--- src/rtl/uart_sleep_pkg.sv ---
// Constants for the sleep, wake-up, special-character and loopback logic of the UART core
package uart_sleep_pkg;
  // ---------------------------------------------------------------
  // Register byte addresses
  // ---------------------------------------------------------------
  localparam logic [7:0] ADDR_TX_HOLDING   = 8'h00;
  localparam logic [7:0] ADDR_INT_ENABLE   = 8'h04;
  localparam logic [7:0] ADDR_INT_SOURCE   = 8'h08;
  localparam logic [7:0] ADDR_LINE_CTRL    = 8'h0C;
  localparam logic [7:0] ADDR_MODEM_CTRL   = 8'h10;
  localparam logic [7:0] ADDR_MODEM_STATUS = 8'h14;
  localparam logic [7:0] ADDR_DIV_LOW      = 8'h18;
  localparam logic [7:0] ADDR_DIV_HIGH     = 8'h1C;
  localparam logic [7:0] ADDR_ENH_FEATURE  = 8'h20;
  localparam logic [7:0] ADDR_SPECIAL_CHAR = 8'h24;
  localparam logic [7:0] ADDR_POWER_STATUS = 8'h28;

  // ---------------------------------------------------------------
  // Field positions
  // ---------------------------------------------------------------
  localparam int IER_RX_DATA_BIT    = 0;
  localparam int IER_MODEM_BIT      = 3;
  localparam int IER_SLEEP_BIT      = 4;
  localparam int ISR_NONE_BIT       = 0;
  localparam int ISR_SPECIAL_BIT    = 4;
  localparam int EFR_SPECIAL_EN_BIT = 5;
  localparam int MCR_DTR_BIT        = 0;
  localparam int MCR_RTS_BIT        = 1;
  localparam int MCR_OUT1_BIT       = 2;
  localparam int MCR_OUT2_BIT       = 3;
  localparam int MCR_LOOP_BIT       = 4;
  localparam int PWR_ASLEEP_BIT     = 0;
  localparam int PWR_PUMP_OFF_BIT   = 1;
  localparam int PWR_FULL_BIT       = 2;
  localparam int PWR_PUMP_READY_BIT = 3;

  // ---------------------------------------------------------------
  // Reset values
  // ---------------------------------------------------------------
  localparam logic [7:0] IER_RST = 8'h00;
  localparam logic [7:0] LCR_RST = 8'h03;
  localparam logic [7:0] MCR_RST = 8'h00;
  localparam logic [7:0] DLL_RST = 8'h01;
  localparam logic [7:0] DLM_RST = 8'h00;
  localparam logic [7:0] EFR_RST = 8'h00;
  localparam logic [7:0] SPC_RST = 8'h00;

  // ---------------------------------------------------------------
  // Timing
  // ---------------------------------------------------------------
  localparam logic [3:0] HALF_BIT_TICKS  = 4'h8;
  localparam logic [3:0] LAST_BIT_TICK   = 4'hF;
  localparam int         CLK_PERIOD_NS   = 40;
  localparam int         PUMP_IDLE_S     = 30;
  localparam int         PUMP_IDLE_CYC   = PUMP_IDLE_S * (1000000000 / CLK_PERIOD_NS);
  localparam int         PUMP_START_NS   = 45000;
  localparam int         PUMP_START_CYC  = (PUMP_START_NS + CLK_PERIOD_NS - 1) / CLK_PERIOD_NS;
endpackage

--- src/rtl/uart_sleep_wake_loopback.sv ---
// UART core with special-character detect, auto sleep, charge-pump control and internal loopback
//
// The register addresses and the APB interface to the registers were left to the implementer.
`timescale 1ns/1ps
module uart_sleep_wake_loopback #(
  parameter int PUMP_IDLE_CYCLES = uart_sleep_pkg::PUMP_IDLE_CYC
) (
  // Clock and reset
  input  wire logic        i_clk,
  input  wire logic        i_reset_n,
  // APB slave
  input  wire logic        i_psel,
  input  wire logic        i_penable,
  input  wire logic        i_pwrite,
  input  wire logic [7:0]  i_paddr,
  input  wire logic [31:0] i_pwdata,
  output logic      [31:0] o_prdata,
  output logic             o_pready,
  output logic             o_pslverr,
  // Serial line
  input  wire logic        i_serial_in,
  output logic             o_serial_out,
  output logic             o_serial_out_oe,
  // Modem pins
  input  wire logic        i_clear_to_send_in,
  input  wire logic        i_set_ready_in,
  input  wire logic        i_line_presence_in,
  input  wire logic        i_bell_in,
  output logic             o_request_to_send_out,
  output logic             o_terminal_ready_out,
  output logic             o_modem_out_oe,
  // Power control
  input  wire logic        i_pump_autosleep_pin,
  output logic             o_osc_run,
  output logic             o_pump_on,
  output logic             o_pump_ready
);

  typedef enum logic {ST_AWAKE, ST_ASLEEP} sleep_state_e;
  typedef enum logic [1:0] {PUMP_ON, PUMP_OFF, PUMP_START} pump_state_e;

  // ---------------------------------------------------------------
  // Helpers
  // ---------------------------------------------------------------
  function automatic logic [7:0] word_mask(input logic [1:0] wl);
    case (wl)
      2'h0:    word_mask = 8'h1F;
      2'h1:    word_mask = 8'h3F;
      2'h2:    word_mask = 8'h7F;
      default: word_mask = 8'hFF;
    endcase
  endfunction

  // ---------------------------------------------------------------
  // Registers and state
  // ---------------------------------------------------------------
  logic [7:0]   ier_reg, lcr_reg, mcr_reg, dll_reg, dlm_reg, efr_reg, spc_reg;
  logic [5:0]   sync1_reg, sync2_reg;
  logic [3:0]   modem_prev_reg, delta_reg;
  logic         special_reg;
  sleep_state_e sleep_reg;
  pump_state_e  pump_reg;
  logic         off_by_full_reg;
  logic [31:0]  idle_cnt_reg;
  logic [10:0]  start_cnt_reg;
  logic [15:0]  div_cnt_reg;
  logic         tick_reg;
  logic         tx_pend_reg, tx_busy_reg, tx_line_reg;
  logic [7:0]   tx_buf_reg, tx_shift_reg;
  logic [3:0]   tx_bits_reg, tx_cnt_reg;
  logic         rx_prev_reg, rx_busy_reg, rx_ready_reg;
  logic [3:0]   rx_idx_reg, rx_cnt_reg;
  logic [7:0]   rx_shift_reg, rx_data_reg;

  // ---------------------------------------------------------------
  // Input synchronisers
  // ---------------------------------------------------------------
  always_ff @(posedge i_clk or negedge i_reset_n) begin
    if (!i_reset_n) begin
      sync1_reg <= 6'h3F;
      sync2_reg <= 6'h3F;
    end else begin
      sync1_reg <= {i_pump_autosleep_pin, i_bell_in, i_line_presence_in,
                    i_set_ready_in, i_clear_to_send_in, i_serial_in};
      sync2_reg <= sync1_reg;
    end
  end

  logic       loop, pump_pin, rx_in, apb_done, wr, rd, pend, tx_load;
  logic [3:0] modem_eff, modem_chg, modem_rise;
  logic [3:0] n_data;
  logic [7:0] mask, rx_aligned;

  assign loop     = mcr_reg[uart_sleep_pkg::MCR_LOOP_BIT];
  assign pump_pin = sync2_reg[5];
  assign rx_in    = loop ? tx_line_reg : sync2_reg[0];
  assign mask     = word_mask(lcr_reg[1:0]);
  assign n_data   = 4'h5 + {2'b00, lcr_reg[1:0]};

  // Loopback feeds modem control bits back as the inputs; the pins are ignored
  assign modem_eff = loop ? ~{mcr_reg[uart_sleep_pkg::MCR_OUT2_BIT], mcr_reg[uart_sleep_pkg::MCR_OUT1_BIT],
                              mcr_reg[uart_sleep_pkg::MCR_DTR_BIT], mcr_reg[uart_sleep_pkg::MCR_RTS_BIT]}
                          : sync2_reg[4:1];
  assign modem_chg  = modem_eff ^ modem_prev_reg;
  assign modem_rise = modem_eff & ~modem_prev_reg;

  // ---------------------------------------------------------------
  // APB slave, one wait-free access phase; registers always reachable
  // ---------------------------------------------------------------
  assign apb_done = i_psel && i_penable && o_pready;
  assign wr       = apb_done && i_pwrite;
  assign rd       = apb_done && !i_pwrite;
  assign tx_load  = wr && (i_paddr == uart_sleep_pkg::ADDR_TX_HOLDING);

  logic [7:0] rd_mux;
  logic       rd_err;
  always_comb begin
    rd_mux = 8'h00;
    rd_err = 1'b0;
    case (i_paddr)
      uart_sleep_pkg::ADDR_TX_HOLDING:   rd_mux = rx_data_reg;
      uart_sleep_pkg::ADDR_INT_ENABLE:   rd_mux = ier_reg;
      uart_sleep_pkg::ADDR_INT_SOURCE: begin
        rd_mux[uart_sleep_pkg::ISR_SPECIAL_BIT] = special_reg;
        rd_mux[uart_sleep_pkg::ISR_NONE_BIT]    = !pend;
      end
      uart_sleep_pkg::ADDR_LINE_CTRL:    rd_mux = lcr_reg;
      uart_sleep_pkg::ADDR_MODEM_CTRL:   rd_mux = mcr_reg;
      uart_sleep_pkg::ADDR_MODEM_STATUS: rd_mux = {~modem_eff, delta_reg};
      uart_sleep_pkg::ADDR_DIV_LOW:      rd_mux = dll_reg;
      uart_sleep_pkg::ADDR_DIV_HIGH:     rd_mux = dlm_reg;
      uart_sleep_pkg::ADDR_ENH_FEATURE:  rd_mux = efr_reg;
      uart_sleep_pkg::ADDR_SPECIAL_CHAR: rd_mux = spc_reg;
      uart_sleep_pkg::ADDR_POWER_STATUS: begin
        rd_mux[uart_sleep_pkg::PWR_ASLEEP_BIT]     = (sleep_reg == ST_ASLEEP);
        rd_mux[uart_sleep_pkg::PWR_PUMP_OFF_BIT]   = (pump_reg == PUMP_OFF);
        rd_mux[uart_sleep_pkg::PWR_FULL_BIT]       = (sleep_reg == ST_ASLEEP) && (pump_reg == PUMP_OFF);
        rd_mux[uart_sleep_pkg::PWR_PUMP_READY_BIT] = (pump_reg == PUMP_ON);
      end
      default: rd_err = 1'b1;
    endcase
  end

  always_ff @(posedge i_clk or negedge i_reset_n) begin
    if (!i_reset_n) begin
      o_pready  <= 1'b0;
      o_prdata  <= 32'h0000_0000;
      o_pslverr <= 1'b0;
    end else if (i_psel && !i_penable) begin
      o_pready  <= 1'b1;
      o_prdata  <= i_pwrite ? 32'h0000_0000 : {24'h00_0000, rd_mux};
      o_pslverr <= rd_err;
    end else if (apb_done) begin
      o_pready  <= 1'b0;
      o_pslverr <= 1'b0;
    end
  end

  always_ff @(posedge i_clk or negedge i_reset_n) begin
    if (!i_reset_n) begin
      ier_reg <= uart_sleep_pkg::IER_RST;
      lcr_reg <= uart_sleep_pkg::LCR_RST;
      mcr_reg <= uart_sleep_pkg::MCR_RST;
      dll_reg <= uart_sleep_pkg::DLL_RST;
      dlm_reg <= uart_sleep_pkg::DLM_RST;
      efr_reg <= uart_sleep_pkg::EFR_RST;
      spc_reg <= uart_sleep_pkg::SPC_RST;
    end else if (wr) begin
      case (i_paddr)
        uart_sleep_pkg::ADDR_INT_ENABLE:   ier_reg <= i_pwdata[7:0];
        uart_sleep_pkg::ADDR_LINE_CTRL:    lcr_reg <= i_pwdata[7:0];
        uart_sleep_pkg::ADDR_MODEM_CTRL:   mcr_reg <= i_pwdata[7:0];
        uart_sleep_pkg::ADDR_DIV_LOW:      dll_reg <= i_pwdata[7:0];
        uart_sleep_pkg::ADDR_DIV_HIGH:     dlm_reg <= i_pwdata[7:0];
        uart_sleep_pkg::ADDR_ENH_FEATURE:  efr_reg <= i_pwdata[7:0];
        uart_sleep_pkg::ADDR_SPECIAL_CHAR: spc_reg <= i_pwdata[7:0];
        default: ;
      endcase
    end
  end

  // ---------------------------------------------------------------
  // Modem status deltas; set wins over the clearing read
  // ---------------------------------------------------------------
  always_ff @(posedge i_clk or negedge i_reset_n) begin
    if (!i_reset_n) begin
      modem_prev_reg <= 4'hF;
      delta_reg      <= 4'h0;
    end else begin
      modem_prev_reg <= modem_eff;
      if (rd && (i_paddr == uart_sleep_pkg::ADDR_MODEM_STATUS)) begin
        delta_reg <= modem_chg;
      end else begin
        delta_reg <= delta_reg | modem_chg;
      end
    end
  end

  assign pend = (ier_reg[uart_sleep_pkg::IER_RX_DATA_BIT] && rx_ready_reg) ||
                (ier_reg[uart_sleep_pkg::IER_MODEM_BIT] && (delta_reg != 4'h0)) ||
                special_reg;

  // ---------------------------------------------------------------
  // Sleep controller
  // ---------------------------------------------------------------
  logic rx_start_edge, wake, can_sleep;
  assign rx_start_edge = rx_prev_reg && !rx_in;
  assign wake          = rx_start_edge || tx_load || (modem_chg != 4'h0);
  assign can_sleep     = !pend && ({dlm_reg, dll_reg} != 16'h0000) &&
                         ier_reg[uart_sleep_pkg::IER_SLEEP_BIT] && (delta_reg == 4'h0) &&
                         rx_in && !rx_busy_reg && !tx_busy_reg && !tx_pend_reg;

  always_ff @(posedge i_clk or negedge i_reset_n) begin
    if (!i_reset_n) begin
      sleep_reg <= ST_AWAKE;
    end else begin
      case (sleep_reg)
        ST_AWAKE: begin
          if (can_sleep && !wake) begin
            sleep_reg <= ST_ASLEEP;
          end
        end
        ST_ASLEEP: begin
          if (wake || !ier_reg[uart_sleep_pkg::IER_SLEEP_BIT]) begin
            sleep_reg <= ST_AWAKE;
          end
        end
        default: sleep_reg <= ST_AWAKE;
      endcase
    end
  end

  // ---------------------------------------------------------------
  // Charge pump controller
  // ---------------------------------------------------------------
  logic line_idle, pump_wake;
  assign line_idle = !tx_busy_reg && !tx_pend_reg && (modem_eff == 4'h0) && (modem_chg == 4'h0);
  assign pump_wake = rx_start_edge || tx_load || (modem_rise != 4'h0);

  always_ff @(posedge i_clk or negedge i_reset_n) begin
    if (!i_reset_n) begin
      idle_cnt_reg <= 32'h0000_0000;
    end else if (!pump_pin || !line_idle || sleep_reg == ST_ASLEEP || pump_reg != PUMP_ON) begin
      idle_cnt_reg <= 32'h0000_0000;
    end else if (idle_cnt_reg < 32'(PUMP_IDLE_CYCLES)) begin
      idle_cnt_reg <= idle_cnt_reg + 32'h0000_0001;
    end
  end

  always_ff @(posedge i_clk or negedge i_reset_n) begin
    if (!i_reset_n) begin
      pump_reg        <= PUMP_ON;
      off_by_full_reg <= 1'b0;
      start_cnt_reg   <= 11'h000;
    end else begin
      case (pump_reg)
        PUMP_ON: begin
          if (pump_pin && sleep_reg == ST_ASLEEP) begin
            pump_reg        <= PUMP_OFF;
            off_by_full_reg <= 1'b1;
          end else if (pump_pin && idle_cnt_reg >= 32'(PUMP_IDLE_CYCLES)) begin
            pump_reg        <= PUMP_OFF;
            off_by_full_reg <= 1'b0;
          end
        end
        PUMP_OFF: begin
          if (!pump_pin || pump_wake || (off_by_full_reg && sleep_reg == ST_AWAKE)) begin
            pump_reg      <= PUMP_START;
            start_cnt_reg <= 11'h000;
          end
        end
        PUMP_START: begin
          if (start_cnt_reg >= 11'(uart_sleep_pkg::PUMP_START_CYC - 1)) begin
            pump_reg <= PUMP_ON;
          end else begin
            start_cnt_reg <= start_cnt_reg + 11'h001;
          end
        end
        default: pump_reg <= PUMP_ON;
      endcase
    end
  end

  // ---------------------------------------------------------------
  // Baud tick at sixteen times the bit rate, stopped while asleep
  // ---------------------------------------------------------------
  always_ff @(posedge i_clk or negedge i_reset_n) begin
    if (!i_reset_n) begin
      div_cnt_reg <= 16'h0000;
      tick_reg    <= 1'b0;
    end else if (sleep_reg == ST_ASLEEP || {dlm_reg, dll_reg} == 16'h0000) begin
      div_cnt_reg <= 16'h0000;
      tick_reg    <= 1'b0;
    end else if (div_cnt_reg >= {dlm_reg, dll_reg} - 16'h0001) begin
      div_cnt_reg <= 16'h0000;
      tick_reg    <= 1'b1;
    end else begin
      div_cnt_reg <= div_cnt_reg + 16'h0001;
      tick_reg    <= 1'b0;
    end
  end

  // ---------------------------------------------------------------
  // Transmitter: holding byte and shift register
  // ---------------------------------------------------------------
  always_ff @(posedge i_clk or negedge i_reset_n) begin
    if (!i_reset_n) begin
      tx_pend_reg  <= 1'b0;
      tx_buf_reg   <= 8'h00;
      tx_busy_reg  <= 1'b0;
      tx_line_reg  <= 1'b1;
      tx_shift_reg <= 8'hFF;
      tx_bits_reg  <= 4'h0;
      tx_cnt_reg   <= 4'h0;
    end else begin
      if (tx_load) begin
        tx_pend_reg <= 1'b1;
        tx_buf_reg  <= i_pwdata[7:0];
      end else if (!tx_busy_reg && tx_pend_reg && tick_reg) begin
        tx_pend_reg <= 1'b0;
      end
      if (!tx_busy_reg && tx_pend_reg && tick_reg) begin
        tx_busy_reg  <= 1'b1;
        tx_line_reg  <= 1'b0;
        tx_shift_reg <= tx_buf_reg | ~mask;
        tx_bits_reg  <= n_data + 4'h1;
        tx_cnt_reg   <= 4'h0;
      end else if (tx_busy_reg && tick_reg) begin
        tx_cnt_reg <= tx_cnt_reg + 4'h1;
        if (tx_cnt_reg == uart_sleep_pkg::LAST_BIT_TICK) begin
          if (tx_bits_reg == 4'h0) begin
            tx_busy_reg <= 1'b0;
            tx_line_reg <= 1'b1;
          end else begin
            tx_line_reg  <= tx_shift_reg[0];
            tx_shift_reg <= {1'b1, tx_shift_reg[7:1]};
            tx_bits_reg  <= tx_bits_reg - 4'h1;
          end
        end
      end
    end
  end

  // ---------------------------------------------------------------
  // Receiver with special-character compare
  // ---------------------------------------------------------------
  assign rx_aligned = rx_shift_reg >> (3'h3 - {1'b0, lcr_reg[1:0]});

  always_ff @(posedge i_clk or negedge i_reset_n) begin
    if (!i_reset_n) begin
      rx_prev_reg  <= 1'b1;
      rx_busy_reg  <= 1'b0;
      rx_idx_reg   <= 4'h0;
      rx_cnt_reg   <= 4'h0;
      rx_shift_reg <= 8'h00;
    end else begin
      rx_prev_reg <= rx_in;
      if (!rx_busy_reg && rx_start_edge && sleep_reg == ST_AWAKE) begin
        rx_busy_reg <= 1'b1;
        rx_idx_reg  <= 4'h0;
        rx_cnt_reg  <= uart_sleep_pkg::HALF_BIT_TICKS;
      end else if (rx_busy_reg && tick_reg) begin
        rx_cnt_reg <= rx_cnt_reg + 4'h1;
        if (rx_cnt_reg == uart_sleep_pkg::LAST_BIT_TICK) begin
          if (rx_idx_reg == 4'h0 && rx_in) begin
            rx_busy_reg <= 1'b0;
          end else if (rx_idx_reg <= n_data) begin
            if (rx_idx_reg != 4'h0) begin
              rx_shift_reg <= {rx_in, rx_shift_reg[7:1]};
            end
            rx_idx_reg <= rx_idx_reg + 4'h1;
          end else begin
            rx_busy_reg <= 1'b0;
          end
        end
      end
    end
  end

  logic rx_done, rx_match;
  assign rx_done  = rx_busy_reg && tick_reg && rx_cnt_reg == uart_sleep_pkg::LAST_BIT_TICK &&
                    rx_idx_reg > n_data;
  assign rx_match = efr_reg[uart_sleep_pkg::EFR_SPECIAL_EN_BIT] &&
                    (((rx_aligned ^ spc_reg) & mask) == 8'h00);

  always_ff @(posedge i_clk or negedge i_reset_n) begin
    if (!i_reset_n) begin
      rx_data_reg  <= 8'h00;
      rx_ready_reg <= 1'b0;
    end else if (rx_done) begin
      rx_data_reg  <= rx_aligned;
      rx_ready_reg <= 1'b1;
    end else if (rd && i_paddr == uart_sleep_pkg::ADDR_TX_HOLDING) begin
      rx_ready_reg <= 1'b0;
    end
  end

  always_ff @(posedge i_clk or negedge i_reset_n) begin
    if (!i_reset_n) begin
      special_reg <= 1'b0;
    end else if (rx_done && rx_match) begin
      special_reg <= 1'b1;
    end else if (rd && i_paddr == uart_sleep_pkg::ADDR_INT_SOURCE) begin
      special_reg <= 1'b0;
    end
  end

  // ---------------------------------------------------------------
  // Pin and power outputs
  // ---------------------------------------------------------------
  always_ff @(posedge i_clk or negedge i_reset_n) begin
    if (!i_reset_n) begin
      o_serial_out          <= 1'b1;
      o_serial_out_oe       <= 1'b1;
      o_request_to_send_out <= 1'b1;
      o_terminal_ready_out  <= 1'b1;
      o_modem_out_oe        <= 1'b1;
      o_osc_run             <= 1'b1;
      o_pump_on             <= 1'b1;
      o_pump_ready          <= 1'b1;
    end else begin
      o_serial_out          <= loop ? 1'b1 : tx_line_reg;
      o_request_to_send_out <= loop ? 1'b1 : !mcr_reg[uart_sleep_pkg::MCR_RTS_BIT];
      o_terminal_ready_out  <= loop ? 1'b1 : !mcr_reg[uart_sleep_pkg::MCR_DTR_BIT];
      o_serial_out_oe       <= (pump_reg != PUMP_OFF);
      o_modem_out_oe        <= (pump_reg != PUMP_OFF);
      o_osc_run             <= (sleep_reg == ST_AWAKE);
      o_pump_on             <= (pump_reg != PUMP_OFF);
      o_pump_ready          <= (pump_reg == PUMP_ON);
    end
  end

endmodule

--- config.mk ---
export PLATFORM = sky130hd
export DESIGN_NAME = uart_sleep_wake_loopback
export DESIGN_NICKNAME = d
export VERILOG_FILES = /design/src/rtl/uart_sleep_pkg.sv /design/src/rtl/uart_sleep_wake_loopback.sv
export SDC_FILE = /design/constraint.sdc
export NUM_CORES = 1
export LEC_CHECK = 0
export BUFFER_PORTS_ARGS = -buffer_cell sky130_fd_sc_hd__buf_2
export CORE_ASPECT_RATIO = 1.2
export CORE_MARGIN = 2
export CORE_UTILIZATION = 55
export CTS_CLUSTER_DIAMETER = 60
export CTS_CLUSTER_SIZE = 12
export DETAILED_ROUTE_END_ITERATION = 6
export GPL_ROUTABILITY_DRIVEN = 1
export PLACE_DENSITY_LB_ADDON = 0.25
export SYNTH_ARGS = -nofsm -noshare
export SYNTH_HDL_FRONTEND = slang
export SYNTH_SLANG_ARGS = --single-unit
--- constraint.sdc ---
create_clock -name i_clk -period 5.2 [get_ports i_clk]
set_clock_uncertainty 0.2 [all_clocks]
set_input_delay 0.52 -clock i_clk [delete_from_list [all_inputs] [get_ports i_clk]]
set_output_delay 0.52 -clock i_clk [all_outputs]
set_load 0.02 [all_outputs]
==> results.sh <==
export IMPL_status="completed"
export IMPL_worstSkewPairLatency_ns=0.51
export IMPL_synth_xor_area_share_pct=5.97
export IMPL_boundaryPins=93
export IMPL_synth_compound_area_share_pct=9.77
export IMPL_synthSimpleGateAreaFrac_pct=17.2
export IMPL_final_antenna_net_count=0
export IMPL_clockBufferDepth=3
export IMPL_slew_violations=0
export IMPL_power_switching_mw=0.956
export IMPL_worstSetupPathType="reg -> reg"
export IMPL_synth_largest_area_cell="dfrtp_1"
export IMPL_drc_errors=0
export IMPL_first_global_vias=7840
export IMPL_synthTopCellsByCount="dfrtp_1 (176), nor2_1 (110), nand2_1 (87)"
export IMPL_layout_nets=1218
export IMPL_yosys_top_cells_area="dfrtp_1 (39%), dfstp_2 (8.1%), mux2_2 (6.8%)"
export IMPL_fmax_ghz=0.267
export IMPL_cts_sinks=211
export IMPL_cts_buffers=22
export IMPL_start_kind="register"
export IMPL_ys_seq_area_share_pct=47.1
export IMPL_worstMarginPinSlew_ns=0.993
export IMPL_io_buffers=44
export IMPL_cp_max_fo=16
export IMPL_p_sw_share_pct=26.1
export IMPL_hold_path_depth=2
export IMPL_post_drt_wl_per_cell_um=17.9
export IMPL_pwr_share_comb_pct=10.5
export IMPL_antenna_found_initial=0
export IMPL_ys_ff_latch=211
export IMPL_postSynth_asyncResetShare_pct=100
export IMPL_drive_above_1_share_pct=18.0
export IMPL_die_w_um=135
export IMPL_dpl_hpwl_um=17400
export IMPL_synth_top_family_by_area="simple AND/OR/NAND/NOR gates"
export IMPL_area_delta_synth_final_pct=9.10
export IMPL_r2r_slack_ns=1.45
export IMPL_hold_ws_ns=0.0624
export IMPL_synth_edf_count=0
export IMPL_start_util_pct=56.0
export IMPL_rsz0062_at_grt="false"
export IMPL_largest_reg_flops=32
export IMPL_setup_viol=0
export IMPL_synth_fa_ha_area_share_pct=4.43
export IMPL_yosysUniqueCellTypes=81
export IMPL_fp_coreArea_um2=20200
export IMPL_ys_warnings_count=0
export IMPL_setup_tns_ns=0
export IMPL_finalHoldViolCount=0
export IMPL_syn_inst=1092
export IMPL_cts_hold_buf=7
export IMPL_vdd_drop_max_mv=0.229
export IMPL_fp_dieH_um=161
export IMPL_muxShareOfSynthArea_pct=10.8
export IMPL_pwr_share_clk_pct=39.8
export IMPL_cts_htree_levels=1
export IMPL_leakage_nw=5.44
export IMPL_min_period_ns=3.75
export IMPL_routed_wl_um=25200
export IMPL_r2r_cells=10
export IMPL_die_area_um2=21700
export IMPL_grt_max_degree=114
export IMPL_dr_pass1_iters=6
export IMPL_diodes=0
export IMPL_num_vias=8222
export IMPL_pwr_share_seq_pct=49.7
export IMPL_cts_root_buffer="clkbuf_16"
export IMPL_post_cts_buffers=0
export IMPL_cap_violations=0
export IMPL_cts_resized=0
export IMPL_internal_power_mw=2.70
export IMPL_synth_cell_area_um2=11300
export IMPL_period_share_pct=72.1
export IMPL_cp_required_ns=5.43
export IMPL_finalWeightedCongestion=0.937
export IMPL_cts_tree="built"
export IMPL_grt_use_total_pct=23.5
export IMPL_hp_class="in -> reg"
export IMPL_netlist_area_leader_share_pct=39.0
export IMPL_syn_avg_cell_area_um2=10.3
export IMPL_grt_ovfl_total=0
export IMPL_viasPerCell=5.84
export IMPL_synth_most_common_cell="dfrtp_1"
export IMPL_grt_pass1_wl_um=40900
export IMPL_initialDrtViolationCount=785
export IMPL_row_count=57
export IMPL_clk_pin_slew_worst_paths_ns=0.06
export IMPL_critPathArrivalTime_ns=3.98
export IMPL_ys_flop_type="dfrtp_1"
export IMPL_p_per_area_nw_per_um2=297
export IMPL_slew_headroom_pct=33.6
export IMPL_crit_path_end_kind="register"
stage by stage:
stage               setup slack [ns]  area, µm²  total power, mW  util (%)  instances
floorplan                       1.57      11400             2.09         -       1115
global placement                1.51      11600             2.21      57.5       1361
detailed placement              1.48      11600             2.23      57.5       1361
CTS                             1.46      12300             3.69      61.1       1407
global route                    1.13      12300             3.82      61.1       1407
finish                          1.45      12300             3.66      61.1       1407
final cells by class:
class                   instances  area, µm²
fillers                      1729       7860
multi-input cells             797       5540
flip-flops and latches        211       5320
clock buffers                  36        624
repair buffers                 55        342
well taps                     265        332
inverters                      40        150
clock inverters                 3       21.3
power groups by stage:
stage / clock network (mW) / registers [mW] / logic (mW)
floorplan: 0 / 1.82 / 0.274
global placement: 0 / 1.84 / 0.371
detailed placement: 0 / 1.85 / 0.383
CTS: 1.48 / 1.82 / 0.389
global route: 1.55 / 1.83 / 0.441
finish: 1.45 / 1.82 / 0.384
cells by family after synthesis:
group | count (synthesis)
other | 1
adder cells (fa/ha/maj) | 40
AND/OR/NAND/NOR | 381
XOR/XNOR | 77
multiplexers | 108
flip-flops | 211
buffers and inverters | 107
AO/OA/AOI/OAI | 167
metal layers:
layer	vias to the layer above	part of all wire [%]	wire length (µm)	global-route usage, %
met4	0	2.1	527	5.93
met2	226	49	12300	39.1
li1	3882	-	-	-
met1	4070	44	11000	32.7
met5	-	0	0	0
met3	44	5.4	1360	3.36
worst max-delay path: stages (launching register included):
cell and delay (ns):
dfstp_2 0.76, inv_1 0.24, ha_1 0.37, inv_1 0.05, ha_1 0.27, nor2b_1 0.12, o211ai_1 0.08, a21oi_1 0.41
nand2b_1 0.43, or4_1 0.62, o21ai_1 0.13
cells in the final DEF (no fill, tap or decap), types with 26 or more instances in the layout:
| cell type | synthesis | routed |
|---|---|---|
| buf_2 | 12 | 43 |
| dfstp_2 | 35 | 35 |
| dfrtp_1 | 176 | 176 |
| o21ai_0 | 50 | 50 |
| xor2_1 | 44 | 44 |
| nand3_1 | 35 | 35 |
| inv_1 | 40 | 40 |
| mux2i_1 | 26 | 26 |
| a21oi_1 | 45 | 45 |
| xnor2_1 | 33 | 33 |
| nand2_1 | 87 | 87 |
| ha_1 | 40 | 40 |
| nor2_1 | 110 | 110 |
| mux2_2 | 68 | 68 |
worst paths after layout:
check	startpoint	to
worst max register to register	lcr_reg[0]	special_reg
worst min-delay path	i_psel	o_pready
worst max-delay path	lcr_reg[0]	special_reg
worst min register to register	sync1_reg[2]	sync2_reg[2]
max in group asynchronous	i_reset_n	div_cnt_reg[3]
min in group asynchronous	i_reset_n	rx_cnt_reg[1]
Note: power is estimated with default switching activity, not from simulation.
